<file path="src/core/drive_ctl_regs.vh">
/*
 * Register offsets, field positions, reset values, mode codes and timing counts
 * for the drive control and status register bank.
 * Assumes it is included by bare name from the core/ design files.
 */
`ifndef DRIVE_CTL_REGS_VH
`define DRIVE_CTL_REGS_VH

// ----------------------------------------------------------------------------
// Register addresses
// ----------------------------------------------------------------------------
`define ADDR_DRIVE_STATUS_B 16'h03f1
`define ADDR_DRIVE_OUTPUT_CONTROL 16'h03f2
`define ADDR_TAPE_DRIVE_ASSIGN 16'h03f3
`define ADDR_DIGITAL_INPUT 16'h03f7

// ----------------------------------------------------------------------------
// Output control fields and reset values
// ----------------------------------------------------------------------------
`define DOC_SEL_LSB 0
`define DOC_SEL_MSB 1
`define DOC_RESET_N_BIT 2
`define DOC_DMA_BIT 3
`define DOC_MOTOR_LSB 4
`define DOC_MOTOR_MSB 7
`define DOC_RESET_VALUE 8'h00
`define TAPE_RESET_VALUE 2'h0
`define TAPE_READ_OE 8'h03
`define STATUS_B_RESERVED 2'h3

// ----------------------------------------------------------------------------
// Personality modes
// ----------------------------------------------------------------------------
`define MODE_LEGACY 2'h0
`define MODE_FIRST 2'h1
`define MODE_SECOND 2'h2

// ----------------------------------------------------------------------------
// Timing
// ----------------------------------------------------------------------------
`define CLK_MHZ 200
`define SOFT_RESET_MIN_NS 100
`define SOFT_RESET_CYCLES ((`SOFT_RESET_MIN_NS * `CLK_MHZ + 999) / 1000)

`endif

</file>
<file path="src/core/pin_sync.v">
/*
 * Three-stage synchroniser for one asynchronous pin with rise and fall pulses.
 * Assumes the pin may change at any time relative to the clock.
 */
`timescale 1ns/1ps
module pin_sync #(
    parameter RESET_LEVEL = 1'b1
) (
    input wire clk_i,
    input wire nrst_i,
    input wire pin_i,
    output reg level_o,
    output wire rise_o,
    output wire fall_o
);
    reg s1_q;
    reg s2_q;
    reg s3_q;
    reg prev_q;

    // A change counts only once the second and third stages agree.
    always @(posedge clk_i or negedge nrst_i) begin
        if (!nrst_i) begin
            s1_q <= RESET_LEVEL;
            s2_q <= RESET_LEVEL;
            s3_q <= RESET_LEVEL;
            level_o <= RESET_LEVEL;
            prev_q <= RESET_LEVEL;
        end else begin
            s1_q <= pin_i;
            s2_q <= s1_q;
            s3_q <= s2_q;
            if (s2_q == s3_q) begin
                level_o <= s3_q;
            end
            prev_q <= level_o;
        end
    end

    assign rise_o = level_o & ~prev_q;
    assign fall_o = ~level_o & prev_q;
endmodule

</file>
<file path="src/core/two_drive_decode.v">
/*
 * Internal two-drive decode of select and motor outputs, normal or swapped.
 * Assumes the caller registers the results before they reach pins.
 */
`timescale 1ns/1ps
module two_drive_decode (
    input wire [1:0] sel_i,
    input wire [1:0] mot_i,
    input wire swap_i,
    output reg [1:0] pick_low_o,
    output reg [1:0] motor_low_o
);
    reg hit0;
    reg hit1;

    always @* begin
        hit0 = (sel_i == 2'h0) & mot_i[0];
        hit1 = (sel_i == 2'h1) & mot_i[1];
        if (swap_i) begin
            pick_low_o = {~hit0, ~hit1};
            motor_low_o = {~mot_i[0], ~mot_i[1]};
        end else begin
            pick_low_o = {~hit1, ~hit0};
            motor_low_o = {~mot_i[1], ~mot_i[0]};
        end
    end
endmodule

</file>
<file path="src/core/drive_ctl_regs.v">
/*
 * Drive control and status register bank: status B, output control, tape assign.
 * Assumes an 8-bit I/O host port with address stable while a strobe is low,
 * strobes held low for more than four clocks, and write gate and write data
 * coming from controller logic on the same clock.
 */
`timescale 1ns/1ps
`include "drive_ctl_regs.vh"
module drive_ctl_regs (
    input wire SYS_CLK_I,
    input wire NRST_I,
    input wire [15:0] ADDR_I,
    input wire IOR_N_I,
    input wire IOW_N_I,
    input wire [7:0] DATA_I,
    output reg [7:0] DATA_O,
    output reg [7:0] DATA_OE_O,
    input wire [1:0] MODE_I,
    input wire SWAP_I,
    input wire WRITE_GATE_I,
    input wire WRITE_DATA_I,
    input wire READ_DATA_N_I,
    input wire SECOND_DRIVE_PRESENT_N_I,
    output reg [3:0] DRIVE_PICK_O,
    output reg [3:0] MOTOR_OUT_O,
    output reg [1:0] DRIVE_PICK_LOW_O,
    output reg [1:0] MOTOR_LOW_O,
    output reg SOFT_RESET_N_O,
    output reg DMA_GATE_O,
    output reg [3:0] TAPE_PICK_O
);
    // The count is worked out as an integer and narrowed on purpose; it must stay below 32.
    localparam integer RESET_HOLD_INT = `SOFT_RESET_CYCLES;
    localparam [4:0] RESET_HOLD = RESET_HOLD_INT[4:0];

    wire ior_lvl;
    wire ior_fall;
    wire iow_fall;
    wire rdata_rise;
    wire drv2_lvl;
    wire [1:0] pick_low_d;
    wire [1:0] motor_low_d;
    reg [7:0] doc_q;
    reg [1:0] tape_q;
    reg write_gate_q;
    reg write_data_q;
    reg rd_toggle_q;
    reg wd_toggle_q;
    reg gate_latch_q;
    reg rd_latch_q;
    reg wd_latch_q;
    reg [4:0] hold_q;
    reg [3:0] pick_d;
    reg [7:0] rdata_d;
    reg [7:0] roe_d;
    reg dir_read;
    reg [7:0] status_first;
    reg [7:0] status_second;

    // ------------------------------------------------------------------------
    // Pin synchronisers
    // ------------------------------------------------------------------------
    pin_sync #(.RESET_LEVEL(1'b1)) u_ior (
        .clk_i(SYS_CLK_I),
        .nrst_i(NRST_I),
        .pin_i(IOR_N_I),
        .level_o(ior_lvl),
        .rise_o(),
        .fall_o(ior_fall)
    );

    pin_sync #(.RESET_LEVEL(1'b1)) u_iow (
        .clk_i(SYS_CLK_I),
        .nrst_i(NRST_I),
        .pin_i(IOW_N_I),
        .level_o(),
        .rise_o(),
        .fall_o(iow_fall)
    );

    // The read data pin is active low, so its inactive edge is a rise.
    pin_sync #(.RESET_LEVEL(1'b1)) u_rdata (
        .clk_i(SYS_CLK_I),
        .nrst_i(NRST_I),
        .pin_i(READ_DATA_N_I),
        .level_o(),
        .rise_o(rdata_rise),
        .fall_o()
    );

    pin_sync #(.RESET_LEVEL(1'b1)) u_drv2 (
        .clk_i(SYS_CLK_I),
        .nrst_i(NRST_I),
        .pin_i(SECOND_DRIVE_PRESENT_N_I),
        .level_o(drv2_lvl),
        .rise_o(),
        .fall_o()
    );

    // ------------------------------------------------------------------------
    // Drive decode
    // ------------------------------------------------------------------------
    // Selects are gated by the matching motor bit so that status reads one at reset.
    always @* begin
        pick_d = 4'h0;
        pick_d[doc_q[`DOC_SEL_MSB:`DOC_SEL_LSB]] = doc_q[`DOC_MOTOR_LSB + doc_q[`DOC_SEL_MSB:`DOC_SEL_LSB]];
    end

    two_drive_decode u_decode (
        .sel_i(doc_q[`DOC_SEL_MSB:`DOC_SEL_LSB]),
        .mot_i(doc_q[`DOC_MOTOR_LSB + 1:`DOC_MOTOR_LSB]),
        .swap_i(SWAP_I),
        .pick_low_o(pick_low_d),
        .motor_low_o(motor_low_d)
    );

    // ------------------------------------------------------------------------
    // Host writes
    // ------------------------------------------------------------------------
    // Only the hardware reset touches these; the soft reset leaves them alone.
    // Writes to status B and the digital input address fall through, as both are read-only.
    always @(posedge SYS_CLK_I or negedge NRST_I) begin
        if (!NRST_I) begin
            doc_q <= `DOC_RESET_VALUE;
            tape_q <= `TAPE_RESET_VALUE;
        end else if (iow_fall) begin
            if (ADDR_I == `ADDR_DRIVE_OUTPUT_CONTROL) begin
                doc_q <= DATA_I;
            end
            if (ADDR_I == `ADDR_TAPE_DRIVE_ASSIGN) begin
                tape_q <= DATA_I[1:0];
            end
        end
    end

    // ------------------------------------------------------------------------
    // Soft reset stretch
    // ------------------------------------------------------------------------
    // Stretching lets back-to-back writes still give the controller a full reset.
    // Setting bit 2 again at once does not cut the stretch short, so the full count always runs.
    always @(posedge SYS_CLK_I or negedge NRST_I) begin
        if (!NRST_I) begin
            hold_q <= 5'h00;
            SOFT_RESET_N_O <= 1'b0;
        end else begin
            if (!doc_q[`DOC_RESET_N_BIT]) begin
                hold_q <= RESET_HOLD;
            end else if (hold_q != 5'h00) begin
                hold_q <= hold_q - 5'h01;
            end
            SOFT_RESET_N_O <= doc_q[`DOC_RESET_N_BIT] & (hold_q == 5'h00);
        end
    end

    // ------------------------------------------------------------------------
    // Status tracking
    // ------------------------------------------------------------------------
    // Only the strobe of a digital input read is used here; that register's data lives elsewhere.
    always @* begin
        dir_read = ior_fall & (ADDR_I == `ADDR_DIGITAL_INPUT);
    end

    always @(posedge SYS_CLK_I or negedge NRST_I) begin
        if (!NRST_I) begin
            write_gate_q <= 1'b0;
            write_data_q <= 1'b0;
            rd_toggle_q <= 1'b0;
            wd_toggle_q <= 1'b0;
            gate_latch_q <= 1'b0;
            rd_latch_q <= 1'b0;
            wd_latch_q <= 1'b0;
        end else begin
            write_gate_q <= WRITE_GATE_I;
            write_data_q <= WRITE_DATA_I;
            if (rdata_rise) begin
                rd_toggle_q <= ~rd_toggle_q;
            end
            if (write_data_q & ~WRITE_DATA_I) begin
                wd_toggle_q <= ~wd_toggle_q;
            end
            // An edge in the cycle of the clearing read still sets the latch.
            if (WRITE_GATE_I & ~write_gate_q) begin
                gate_latch_q <= 1'b1;
            end else if (dir_read) begin
                gate_latch_q <= 1'b0;
            end
            if (rdata_rise) begin
                rd_latch_q <= 1'b1;
            end else if (dir_read) begin
                rd_latch_q <= 1'b0;
            end
            if (write_data_q & ~WRITE_DATA_I) begin
                wd_latch_q <= 1'b1;
            end else if (dir_read) begin
                wd_latch_q <= 1'b0;
            end
        end
    end

    // ------------------------------------------------------------------------
    // Drive side outputs
    // ------------------------------------------------------------------------
    always @(posedge SYS_CLK_I or negedge NRST_I) begin
        if (!NRST_I) begin
            DRIVE_PICK_O <= 4'h0;
            MOTOR_OUT_O <= 4'h0;
            DRIVE_PICK_LOW_O <= 2'h3;
            MOTOR_LOW_O <= 2'h3;
            DMA_GATE_O <= 1'b0;
            TAPE_PICK_O <= 4'h0;
        end else begin
            DRIVE_PICK_O <= pick_d;
            MOTOR_OUT_O <= doc_q[`DOC_MOTOR_MSB:`DOC_MOTOR_LSB];
            DRIVE_PICK_LOW_O <= pick_low_d;
            MOTOR_LOW_O <= motor_low_d;
            // Mode code 3 is treated like legacy, so the gate follows the register bit.
            if (MODE_I == `MODE_FIRST) begin
                DMA_GATE_O <= 1'b1;
            end else begin
                DMA_GATE_O <= doc_q[`DOC_DMA_BIT];
            end
            TAPE_PICK_O <= {(tape_q == 2'h3), (tape_q == 2'h2), (tape_q == 2'h1), 1'b0};
        end
    end

    // ------------------------------------------------------------------------
    // Status B words
    // ------------------------------------------------------------------------
    // Both words come from registered state, so a read never sees a pin in mid-change.
    always @* begin
        status_first = {`STATUS_B_RESERVED, doc_q[`DOC_SEL_LSB], wd_toggle_q, rd_toggle_q,
                        write_gate_q, MOTOR_OUT_O[1], MOTOR_OUT_O[0]};
        status_second = {drv2_lvl, ~DRIVE_PICK_O[1], ~DRIVE_PICK_O[0], wd_latch_q, rd_latch_q,
                         gate_latch_q, ~DRIVE_PICK_O[3], ~DRIVE_PICK_O[2]};
    end

    // ------------------------------------------------------------------------
    // Host reads
    // ------------------------------------------------------------------------
    always @* begin
        rdata_d = 8'h00;
        roe_d = 8'h00;
        case (ADDR_I)
            `ADDR_DRIVE_STATUS_B: begin
                if (MODE_I == `MODE_FIRST) begin
                    roe_d = 8'hff;
                    rdata_d = status_first;
                end else if (MODE_I == `MODE_SECOND) begin
                    roe_d = 8'hff;
                    rdata_d = status_second;
                end else begin
                    roe_d = 8'h00;
                end
            end
            `ADDR_DRIVE_OUTPUT_CONTROL: begin
                roe_d = 8'hff;
                rdata_d = doc_q;
            end
            `ADDR_TAPE_DRIVE_ASSIGN: begin
                roe_d = `TAPE_READ_OE;
                rdata_d = {6'h00, tape_q};
            end
            default: begin
                roe_d = 8'h00;
            end
        endcase
    end

    // The bus is driven only while the synchronised read strobe is low.
    // Tape bits 7:2 and unmapped addresses keep their enables low, so those lines float.
    always @(posedge SYS_CLK_I or negedge NRST_I) begin
        if (!NRST_I) begin
            DATA_O <= 8'h00;
            DATA_OE_O <= 8'h00;
        end else begin
            DATA_O <= rdata_d;
            DATA_OE_O <= ior_lvl ? 8'h00 : roe_d;
        end
    end
endmodule

</file>
<file path="config.mk">
export PLATFORM = sky130hd
export DESIGN_NAME = drive_ctl_regs
export DESIGN_NICKNAME = d
export VERILOG_FILES = /design/src/core/pin_sync.v /design/src/core/two_drive_decode.v /design/src/core/drive_ctl_regs.v
export VERILOG_INCLUDE_DIRS = /design/src /design/src/core
export SDC_FILE = /design/constraint.sdc
export NUM_CORES = 1
export LEC_CHECK = 0
export ABC_AREA = 1
export BUFFER_PORTS_ARGS = -buffer_cell sky130_fd_sc_hd__buf_2
export CAP_MARGIN = 30
export CORE_ASPECT_RATIO = 0.8
export CORE_MARGIN = 1
export CORE_UTILIZATION = 27
export DETAILED_ROUTE_END_ITERATION = 6
export GPL_TIMING_DRIVEN = 0
export PLACE_DENSITY = 0.45
export SYNTH_ARGS = -nofsm -noshare
export SYNTH_HDL_FRONTEND = slang
export SYNTH_SLANG_ARGS = --single-unit
</file>
<file path="constraint.sdc">
create_clock -name SYS_CLK_I -period 1.86 [get_ports SYS_CLK_I]
set_clock_uncertainty 0.15 [all_clocks]
set_input_delay 0 -clock SYS_CLK_I [delete_from_list [all_inputs] [get_ports SYS_CLK_I]]
set_output_delay 0 -clock SYS_CLK_I [all_outputs]
set_load 0.01 [all_outputs]
</file>
# [Yosys cells after proc, flatten, opt, wreduce, memory -nomap -nowiden]
# Index checks and enable logic that the tools add are counted.
[classes] n_eq_ne=15 n_mux=20 n_bitwise=25 addsub=2 n_lt_le_gt_ge=3 n_reduce_logical=9
[op_table] operator="16-bit by 10-bit == test with 1-bit output (second input constant)" count=4
[op_table] operator="8-bit one-hot mux with 3 select lines" count=2
[op_table] operator="8-bit two-way mux" count=5
[op_table] operator="1-bit inverter" count=15
[op_table] operator="5-bit two-way mux" count=2
[op_table] operator="1-bit AND" count=9
[op_table] operator="1-bit two-way mux" count=7
[op_table] operator="2-bit by 1-bit == test with 1-bit output (second input constant)" count=3
[op_table] operator="2-bit == test (second input constant)" count=3
[op_table] operator="2-bit nonzero test" count=3
[op_table] operator="5-bit zero test" count=1
[op_table] operator="5-bit nonzero test" count=1
[op_table] operator="5-bit by 1-bit subtractor with 5-bit output (second input constant)" count=1
[op_table] operator="3-bit by 2-bit adder with 4-bit output (first input constant)" count=1
[op_table] operator="4-bit AND" count=1
[op_table] operator="1-bit == test" count=4
[op_table] operator="4-bit less-than comparator (second input constant)" count=1
[op_table] operator="2-bit two-way mux" count=2
[op_table] operator="2-bit AND reduction" count=2
[op_table] operator="1-bit binary-select mux with 3-bit select" count=1
[op_table] operator="2-bit by 3-bit less-than comparator with 1-bit output (second input constant)" count=1
[op_table] operator="1-bit demux with 2-bit select" count=1
[op_table] operator="2-bit by 1-bit greater-or-equal comparator with 1-bit output (second input constant)" count=1
[op_table] operator="2-bit zero test" count=1
[op_table] operator="other kinds (2)" count=2
[word_totals] regBits=74 word_cells=112

# [Logic depth before layout (Yosys ltp)]
# Gate-level depths: netlist of the first run.
[logic_depth] depth_word=5 ltp_mapped=9 mapped_depth_nobuf=9

# [By module]
# Synthesis of the first run repeated with hierarchy kept, for this count alone.
[unflattened] cells_unflattened=286 hier_area_um2=2783.9
[by_module_without_submodules] mod="drive_ctl_regs" area_per_inst_um2=2065.7 cells_each=218 n_inst=1
[by_module_without_submodules] mod="pin_sync" area_per_inst_um2=162.7 cells_each=13 n_inst=4
[by_module_without_submodules] mod="two_drive_decode" area_per_inst_um2=67.6 cells_each=16 n_inst=1

# [Worst setup path before layout of the first run]
# OpenSTA, ideal clock, no wires.
[synth_path] path_type="flip-flop to flip-flop" startpoint="register u_iow.prev_q" endpoint="register tape_q[0]" path_stages_with_launch=6 setup_ns=0.126 arrival_time_ns=1.101 synth_period_minus_slack_ns=1.377 slack_ns=0.483 n_path_buf=0 cell_sequence="dfstp_2 inv_1 nor2_1 inv_1 nor2_2 o21ai_0"
[synth_via] elab_chain_cells=2
[synth_lines] element="start, declared" line="pin_sync.v:19" rtl="reg prev_q;"
[synth_lines] element="start signal, assigned" line="pin_sync.v:36" rtl="prev_q <= level_o;"
[synth_lines] element="1-bit AND" line="pin_sync.v:41" rtl="assign fall_o = ~level_o & prev_q;"
[synth_lines] element="2-bit AND reduction (no source line)"
[synth_lines] element="end signal, assigned" line="drive_ctl_regs.v:125" rtl="tape_q <= `TAPE_RESET_VALUE;"
[synth_lines] element="end signal, assigned" line="drive_ctl_regs.v:131" rtl="tape_q <= DATA_I[1:0];"
[synth_lines] element="end, declared" line="drive_ctl_regs.v:44" rtl="reg [1:0] tape_q;"
# No other way between the ends.
# A chain may end at the register's enable or synchronous reset.

# [Final worst setup path of the first run]
[layout_path] startpoint="input port ADDR_I[12]" endpoint="register DATA_OE_O[6]"
[layout_via] elab_chain_cells=3
[layout_lines] element="start, declared" line="drive_ctl_regs.v:12" rtl="input wire [15:0] ADDR_I,"
[layout_lines] element="16-bit by 10-bit == test with 1-bit output" line="drive_ctl_regs.v:243" rtl="case (ADDR_I)"
[layout_lines] element="8-bit one-hot mux with 3 select lines (*)" line="drive_ctl_regs.v:243"
[layout_lines] element="8-bit two-way mux (*)" line="drive_ctl_regs.v:277" rtl="DATA_OE_O <= ior_lvl ? 8'h00 : roe_d;"
[layout_lines] element="end signal, assigned" line="drive_ctl_regs.v:277"
[layout_lines] element="end, declared" line="drive_ctl_regs.v:17" rtl="output reg [7:0] DATA_OE_O,"
# Mark *: on every way between the ends. The rest lies on a longest branch, timed or not.

==> reports/metrics.cfg, run 1 <==
[die]
ios=69
initial_core_util=0.285
rows=31
core-area_um2=9270
die_x_um=113
die-area_um2=10200
dieHeight_um=90.5

[job]
drv_cap=0

[global_route]
grt_pass1_wl_um=9200
grt_overflow=0
antenna_found_initial=0
grt_use_total=0.120
grt_pass1_vias=1859
grt_max_degree=69

[placed_design]
dp.final_hpwl_um=3910
post_dp_cell_area_um2=3130
dp_slack_ps=399
gp_congestion=0.746
post-place-cells=435
port_buffers=67

[synth]
syn-num-nets=291
ys_ff_latch=68
yosysWarnings=0
synth_cells=253
avgSynthCellArea_um2=10.4
synth-compound-area-share=0.0516
async_flop_share=1.00
synth_fa_ha_area_frac=0.0293
synth_area_um2=2640
synthFlopType=dfrtp_1
synth_top_family_by_area=simple AND/OR/NAND/NOR gates
synth_edf_count=0
yosysSeqAreaShare=0.655
muxShareOfSynthArea=0
synth_cell_type_count=27
yosys.area_share.simple=0.180
synth_xor_area_frac=0.00994

[power_and_ir_drop]
power.density_nw_per_um2=911
p_leak_uw=0.00190
fin_total_pwr_uw=3290
ir_drop_v=0.000475

[finish]
area.sequential_um2=1730
fill_cells=920
design_area_um2=3610
final_cells=473
layout_commonest_cell=buf_2
final_cell_mix=buf_2 (67), nand2_1 (64), dfrtp_1 (45)
num_antenna_cells=0
area_growth_pct=36.6
multi_input_comb_area_um2=721
nets=391
drive_above_1_share=0.344

[timing]
fin_tns_setup_ps=0
setup_viol=0
fin_ws_ps=206
fin_crit_sh=0.889
slew_violations=0
rsz0062_at_grt=no
worst_pin_slew_ps=836
timing.fmax_mhz=604
period_minus_slack_ps=1650
maxSlewHeadroom=0.443
hold_viol_final=0

[worst_setup_path]
cpPeakStageDelay_ps=600
crit_slowest_cell=dlygate4sd3_1
path_cells=dlygate4sd3_1, buf_2, nor2_2, nand2_1, nor2_4, dlygate4sd3_1, nand3b_1, a21oi_1
crit_buf_inv=3
worst_path_most_repeated_cell=dlygate4sd3_1
critPathKind=primary input to flip-flop
critical-path-top-delay-family=buffers and inverters
required_ps=1960
crit_path_end_kind=flip-flop
worstPathArrival_ps=1750
r2r_cells=6
startpoint_type=primary input
cp.depth=8
path_max_fanout=2

[clock_tree]
cts_max_path_buffers=2
cts_tree=yes
worstSkewPairLatency_ps=320
cts.clk_slew.worst_paths_ps=60
h-tree-depth=3
cts.sinks=68
cts_resized=0
root_buffer=clkbuf_16
cts_made_buffers=9

[detailed_routing]
avgViaCountPerCell=4.08
wl_um=5480
drc=0
wl_per_cell_um=11.6
drt_iter0_drc=63
drt-pass1-iter-count=4
antenna_left=0
vias=1928

[worst_hold_path]
whs_path_depth=6
hold_path_class=primary input to flip-flop

[outcome]
status=completed

[cells by family after synthesis]
logic type,after synthesis
AOI/OAI and AO/OA,23
other,1
xor gates and xnor gates,3
DFF,68
buffers and inverters,44
adders and majority gates,7
and+or+nand+nor,107
[cells in the mapped netlist (all sizes together), types with 2 or more instances]
| master | count | area [um2] |
|---|---|---|
| nand2 | 66 | 263 |
| dfrtp | 45 | 1130 |
| inv | 36 | 135 |
| nor2 | 24 | 121 |
| dfstp | 23 | 604 |
| buf | 8 | 57.6 |
| o21ai | 8 | 40.0 |
| nand3 | 7 | 35.0 |
| o22ai | 7 | 43.8 |
| nor3 | 6 | 30.0 |
| maj3 | 4 | 40.0 |
| a21oi | 3 | 15.0 |
| a22oi | 3 | 22.5 |
| ha | 3 | 37.5 |
| nand3b | 2 | 15.0 |
| nand4 | 2 | 12.5 |
| xnor2 | 2 | 17.5 |
[final timing paths]
kind / from / endpoint / slack (ps)
max: ADDR_I[12] / DATA_OE_O[6] / 210
min: ADDR_I[2] / wd_latch_q / 6
max reg2reg: u_iow.prev_q / doc_q[4] / 400
min reg2reg: u_ior.s1_q / u_ior.s2_q / 200
max in group asynchronous: NRST_I / SOFT_RESET_N_O / 850
min in group asynchronous: NRST_I / doc_q[2] / 170
[worst min-delay path: cells and delay by family]
| family | cells | cell delay, ps |
|---|---|---|
| simple gates | 5 | 350 |
| buf+inv | 1 | 100 |
[sequential cells by signal, summed over array words and instances, names as in the netlist, 2 cells and up]
name              flops
DATA_OE_O             2
DATA_O                8
MOTOR_OUT_O           4
MOTOR_LOW_O           2
DRIVE_PICK_O          4
TAPE_PICK_O           3
tape_q                2
hold_q                5
DRIVE_PICK_LOW_O      2
doc_q                 8
[metal layers]
metal / vias up / GRT usage / wire (um)
met3: 7 / 0.0517 / 379
li1: 988 / - / -
met1: 865 / 0.163 / 2770
met5: - / 0 / 0
met2: 68 / 0.171 / 2250
met4: 0 / 0.0400 / 76
[area by class of cell]
cell class	instances	area share
Buffer	8	0.0159
Clock buffer	9	0.0623
Timing Repair Buffer	89	0.154
Sequential cell	68	0.479
Clock inverter	7	0.0121
Multi-Input combinational cell	141	0.200
Inverter	36	0.0374
Tap cell	115	0.0398
[repair_timing]
item,4_1_cts,5_1_grt
setup endpoints to repair,0,2
endpoints found under the hold margin,72,0
hold buffers,21,0
setup buffers,0,1
[metrics by stage]
stage,util,hold slack [ps]
after global routing,0.390,30.0
after global placement,0.337,-44.5
final,0.390,5.94
after detailed placement,0.337,-43.8
after CTS,0.389,0.0598
after floorplan,-,-446
[power by group]
| group | internal (uW) | total (uW) | switching [uW] |
|---|---|---|---|
| Sequential | 1560 | 1600 | 33.4 |
| Clock | 892 | 1500 | 606 |
| Combinational | 99.8 | 196 | 95.8 |
| Total | 2550 | 3290 | 735 |
Note: power is estimated with default switching activity, not from simulation.
==> run 2: changes to the inputs <==
--- a/config.mk
+++ b/config.mk
@@ -7,14 +7,14 @@
 export NUM_CORES = 1
 export LEC_CHECK = 0
 export ABC_AREA = 1
-export BUFFER_PORTS_ARGS = -buffer_cell sky130_fd_sc_hd__buf_2
 export CAP_MARGIN = 30
 export CORE_ASPECT_RATIO = 0.8
 export CORE_MARGIN = 1
 export CORE_UTILIZATION = 27
 export DETAILED_ROUTE_END_ITERATION = 6
+export DONT_BUFFER_PORTS = 1
 export GPL_TIMING_DRIVEN = 0
-export PLACE_DENSITY = 0.45
+export PLACE_DENSITY = 0.39
 export SYNTH_ARGS = -nofsm -noshare
 export SYNTH_HDL_FRONTEND = slang
 export SYNTH_SLANG_ARGS = --single-unit
==> run 2 against run 1 <==
Clock power is 3% higher. Sequential power hardly changed. Total power is 1.6% higher. The run now ends with negative hold slack left. First-iteration DRC count is 43% higher. Maximum frequency is 5.6% lower. Final cell count is 11% lower. Routed wire length is 7.0% higher. Register-to-register slack worse by 40 ps.
==> reports/metrics.cfg, run 2 (synthesis results as in run 1) <==
[outcome]
status=complete, but fails checks
violations=negative hold slack

[timing]
whs_ps=-8.52  ; -14.5 ps
timing.fmax_mhz=570  ; -5.6%
fin_tns_setup_ps=0  ; unchanged
rsz0062_at_grt=yes
slew_violations=0  ; unchanged
fin_crit_sh=0.943  ; +0.0532
setup_viol=0  ; unchanged
period_minus_slack_ps=1750  ; +98.9 ps
hold_viol_final=6  ; +6

[placed_design]
gp_congestion=0.774  ; +3.8%
post_dp_cell_area_um2=2790  ; -11%
port_buffers=0  ; -100%
dp.final_hpwl_um=3850  ; -1.5%

[global_route]
top_usage_layer=met2
grt_use_total=0.132  ; +0.0114
grt_max_degree=69  ; unchanged
use_met2=0.188  ; +0.0170
grt_pass1_vias=1829  ; -1.6%
met3_usage=0.0651  ; +0.0134
antenna_found_initial=1  ; +1
grt_pass1_wl_um=9870  ; +7.3%
grtUsageMet1=0.169  ; +0.00564
grt_overflow=0  ; unchanged

[clock_tree]
cts.sinks=68  ; unchanged
cts_tree=yes
h-tree-depth=3  ; unchanged
cts_max_path_buffers=2  ; unchanged
cts_made_buffers=9  ; unchanged
root_buffer=clkbuf_16
worstSkewPairLatency_ps=330  ; about the same
cts.clk_slew.worst_paths_ps=50  ; about the same

[job]
drv_cap=0  ; unchanged

[die]
core-area_um2=9270  ; unchanged
dieHeight_um=90.5  ; unchanged
die_x_um=113  ; unchanged
ios=69  ; unchanged
die-area_um2=10200  ; unchanged
initial_core_util=0.285  ; unchanged
rows=31  ; unchanged

[worst_setup_path]
critPathKind=primary input to flip-flop
required_ps=1940  ; -20 ps
path_max_fanout=5  ; +3
worst_path_most_repeated_cell=dlygate4sd3_1
cpPeakStageDelay_ps=550  ; -50 ps
startpoint_type=primary input
path_cells=dlygate4sd3_1, nand2_1, dlygate4sd3_1, inv_1, nand2_2, nor2_4, nand2_4, buf_12, o22ai_1
worstPathArrival_ps=1840  ; +90 ps
crit_path_end_kind=flip-flop
crit_slowest_cell=dlygate4sd3_1

[finish]
layout_commonest_cell=nand2_1
drive_above_1_share=0.196  ; -0.147
nets=339  ; -13%
fill_cells=939  ; +2.1%
area_growth_pct=32.0
reg_top3=DATA_O x8, doc_q x8, hold_q x5
final_cell_mix=nand2_1 (63), dfrtp_1 (45), inv_1 (35)
design_area_um2=3490  ; -3.4%

[detailed_routing]
drc=0  ; unchanged
drt_iter0_drc=90  ; +43%
drt-pass1-iter-count=4  ; unchanged
vias=1802  ; -6.5%
antenna_left=0  ; unchanged
wl_per_cell_um=13.9  ; +20%
avgViaCountPerCell=4.27  ; +4.8%
wl_um=5870  ; +7.0%

[power_and_ir_drop]
power.density_nw_per_um2=958  ; +5.2%
p_leak_uw=0.00168  ; -12%
ir_drop_v=0.000477  ; +0.40%
fin_total_pwr_uw=3340  ; +1.6%

[worst_hold_path]
hold_path_class=primary input to flip-flop

run 2: cell type report:
type | count | area [um2] | share of cell area
Multi-Input combinational cell | 141 | 751 | 0.215
Clock buffer | 14 | 264 | 0.0757
Tap cell | 115 | 144 | 0.0412
Antenna cell | 1 | 2.50 | 0.000717
Timing Repair Buffer | 37 | 393 | 0.113
Clock inverter | 2 | 10.0 | 0.00287
Buffer | 8 | 57.6 | 0.0165
Sequential cell | 68 | 1730 | 0.496
Inverter | 36 | 138 | 0.0394
run 2: metrics by stage:
step	util	worst slack, ps	cells	hold WS, ps
2_1_floorplan	-	483	253	-446
6_report	0.376	107	422	-8.52
3_5_place_dp	0.301	369	368	-444
4_1_cts	0.370	10.8	419	1.94
3_3_place_gp	0.301	369	368	-444
5_1_grt	0.376	-47.0	422	42.2
run 2: path summary, 6_finish.rpt:
check,from,end,slack [ps],cells past startpoint
worst max-delay path,ADDR_I[6],DATA_O[2],110,9
worst min-delay path,ADDR_I[15],rd_latch_q,-9,6
worst max register to register,u_iow.prev_q,doc_q[0],360,6
worst min register to register,u_ior.s1_q,u_ior.s2_q,200,0
max in group asynchronous,NRST_I,u_iow.level_o,1170,2
min in group asynchronous,NRST_I,SOFT_RESET_N_O,50,2
run 2: timing repair:
action | in CTS | in global routing
setup endpoints to repair | 0 | 20
endpoints found under the hold margin | 102 | 3
gates resized for setup | 0 | 7
hold buffers | 35 | 1
buffers inserted | 0 | 3
run 2: worst max-delay path: cells and delay by family:
kind / cells / cell delay [ps]
AND/OR/NAND/NOR: 4 / 330
AO/OA/AOI/OAI: 1 / 190
buffers and inverters: 4 / 1300
run 2: per-layer routing:
metal / wire (um) / share of wire
met1: 2760 / 0.47
met2: 2580 / 0.44
met3: 430 / 0.073
met4: 95 / 0.016
met5: 0 / 0
run 2: power breakdown:
group          switching (uW)  internal [uW]  total, uW
sequential               38.3           1560       1600
combinational            91.3           96.7        188
clock                     583            970       1550
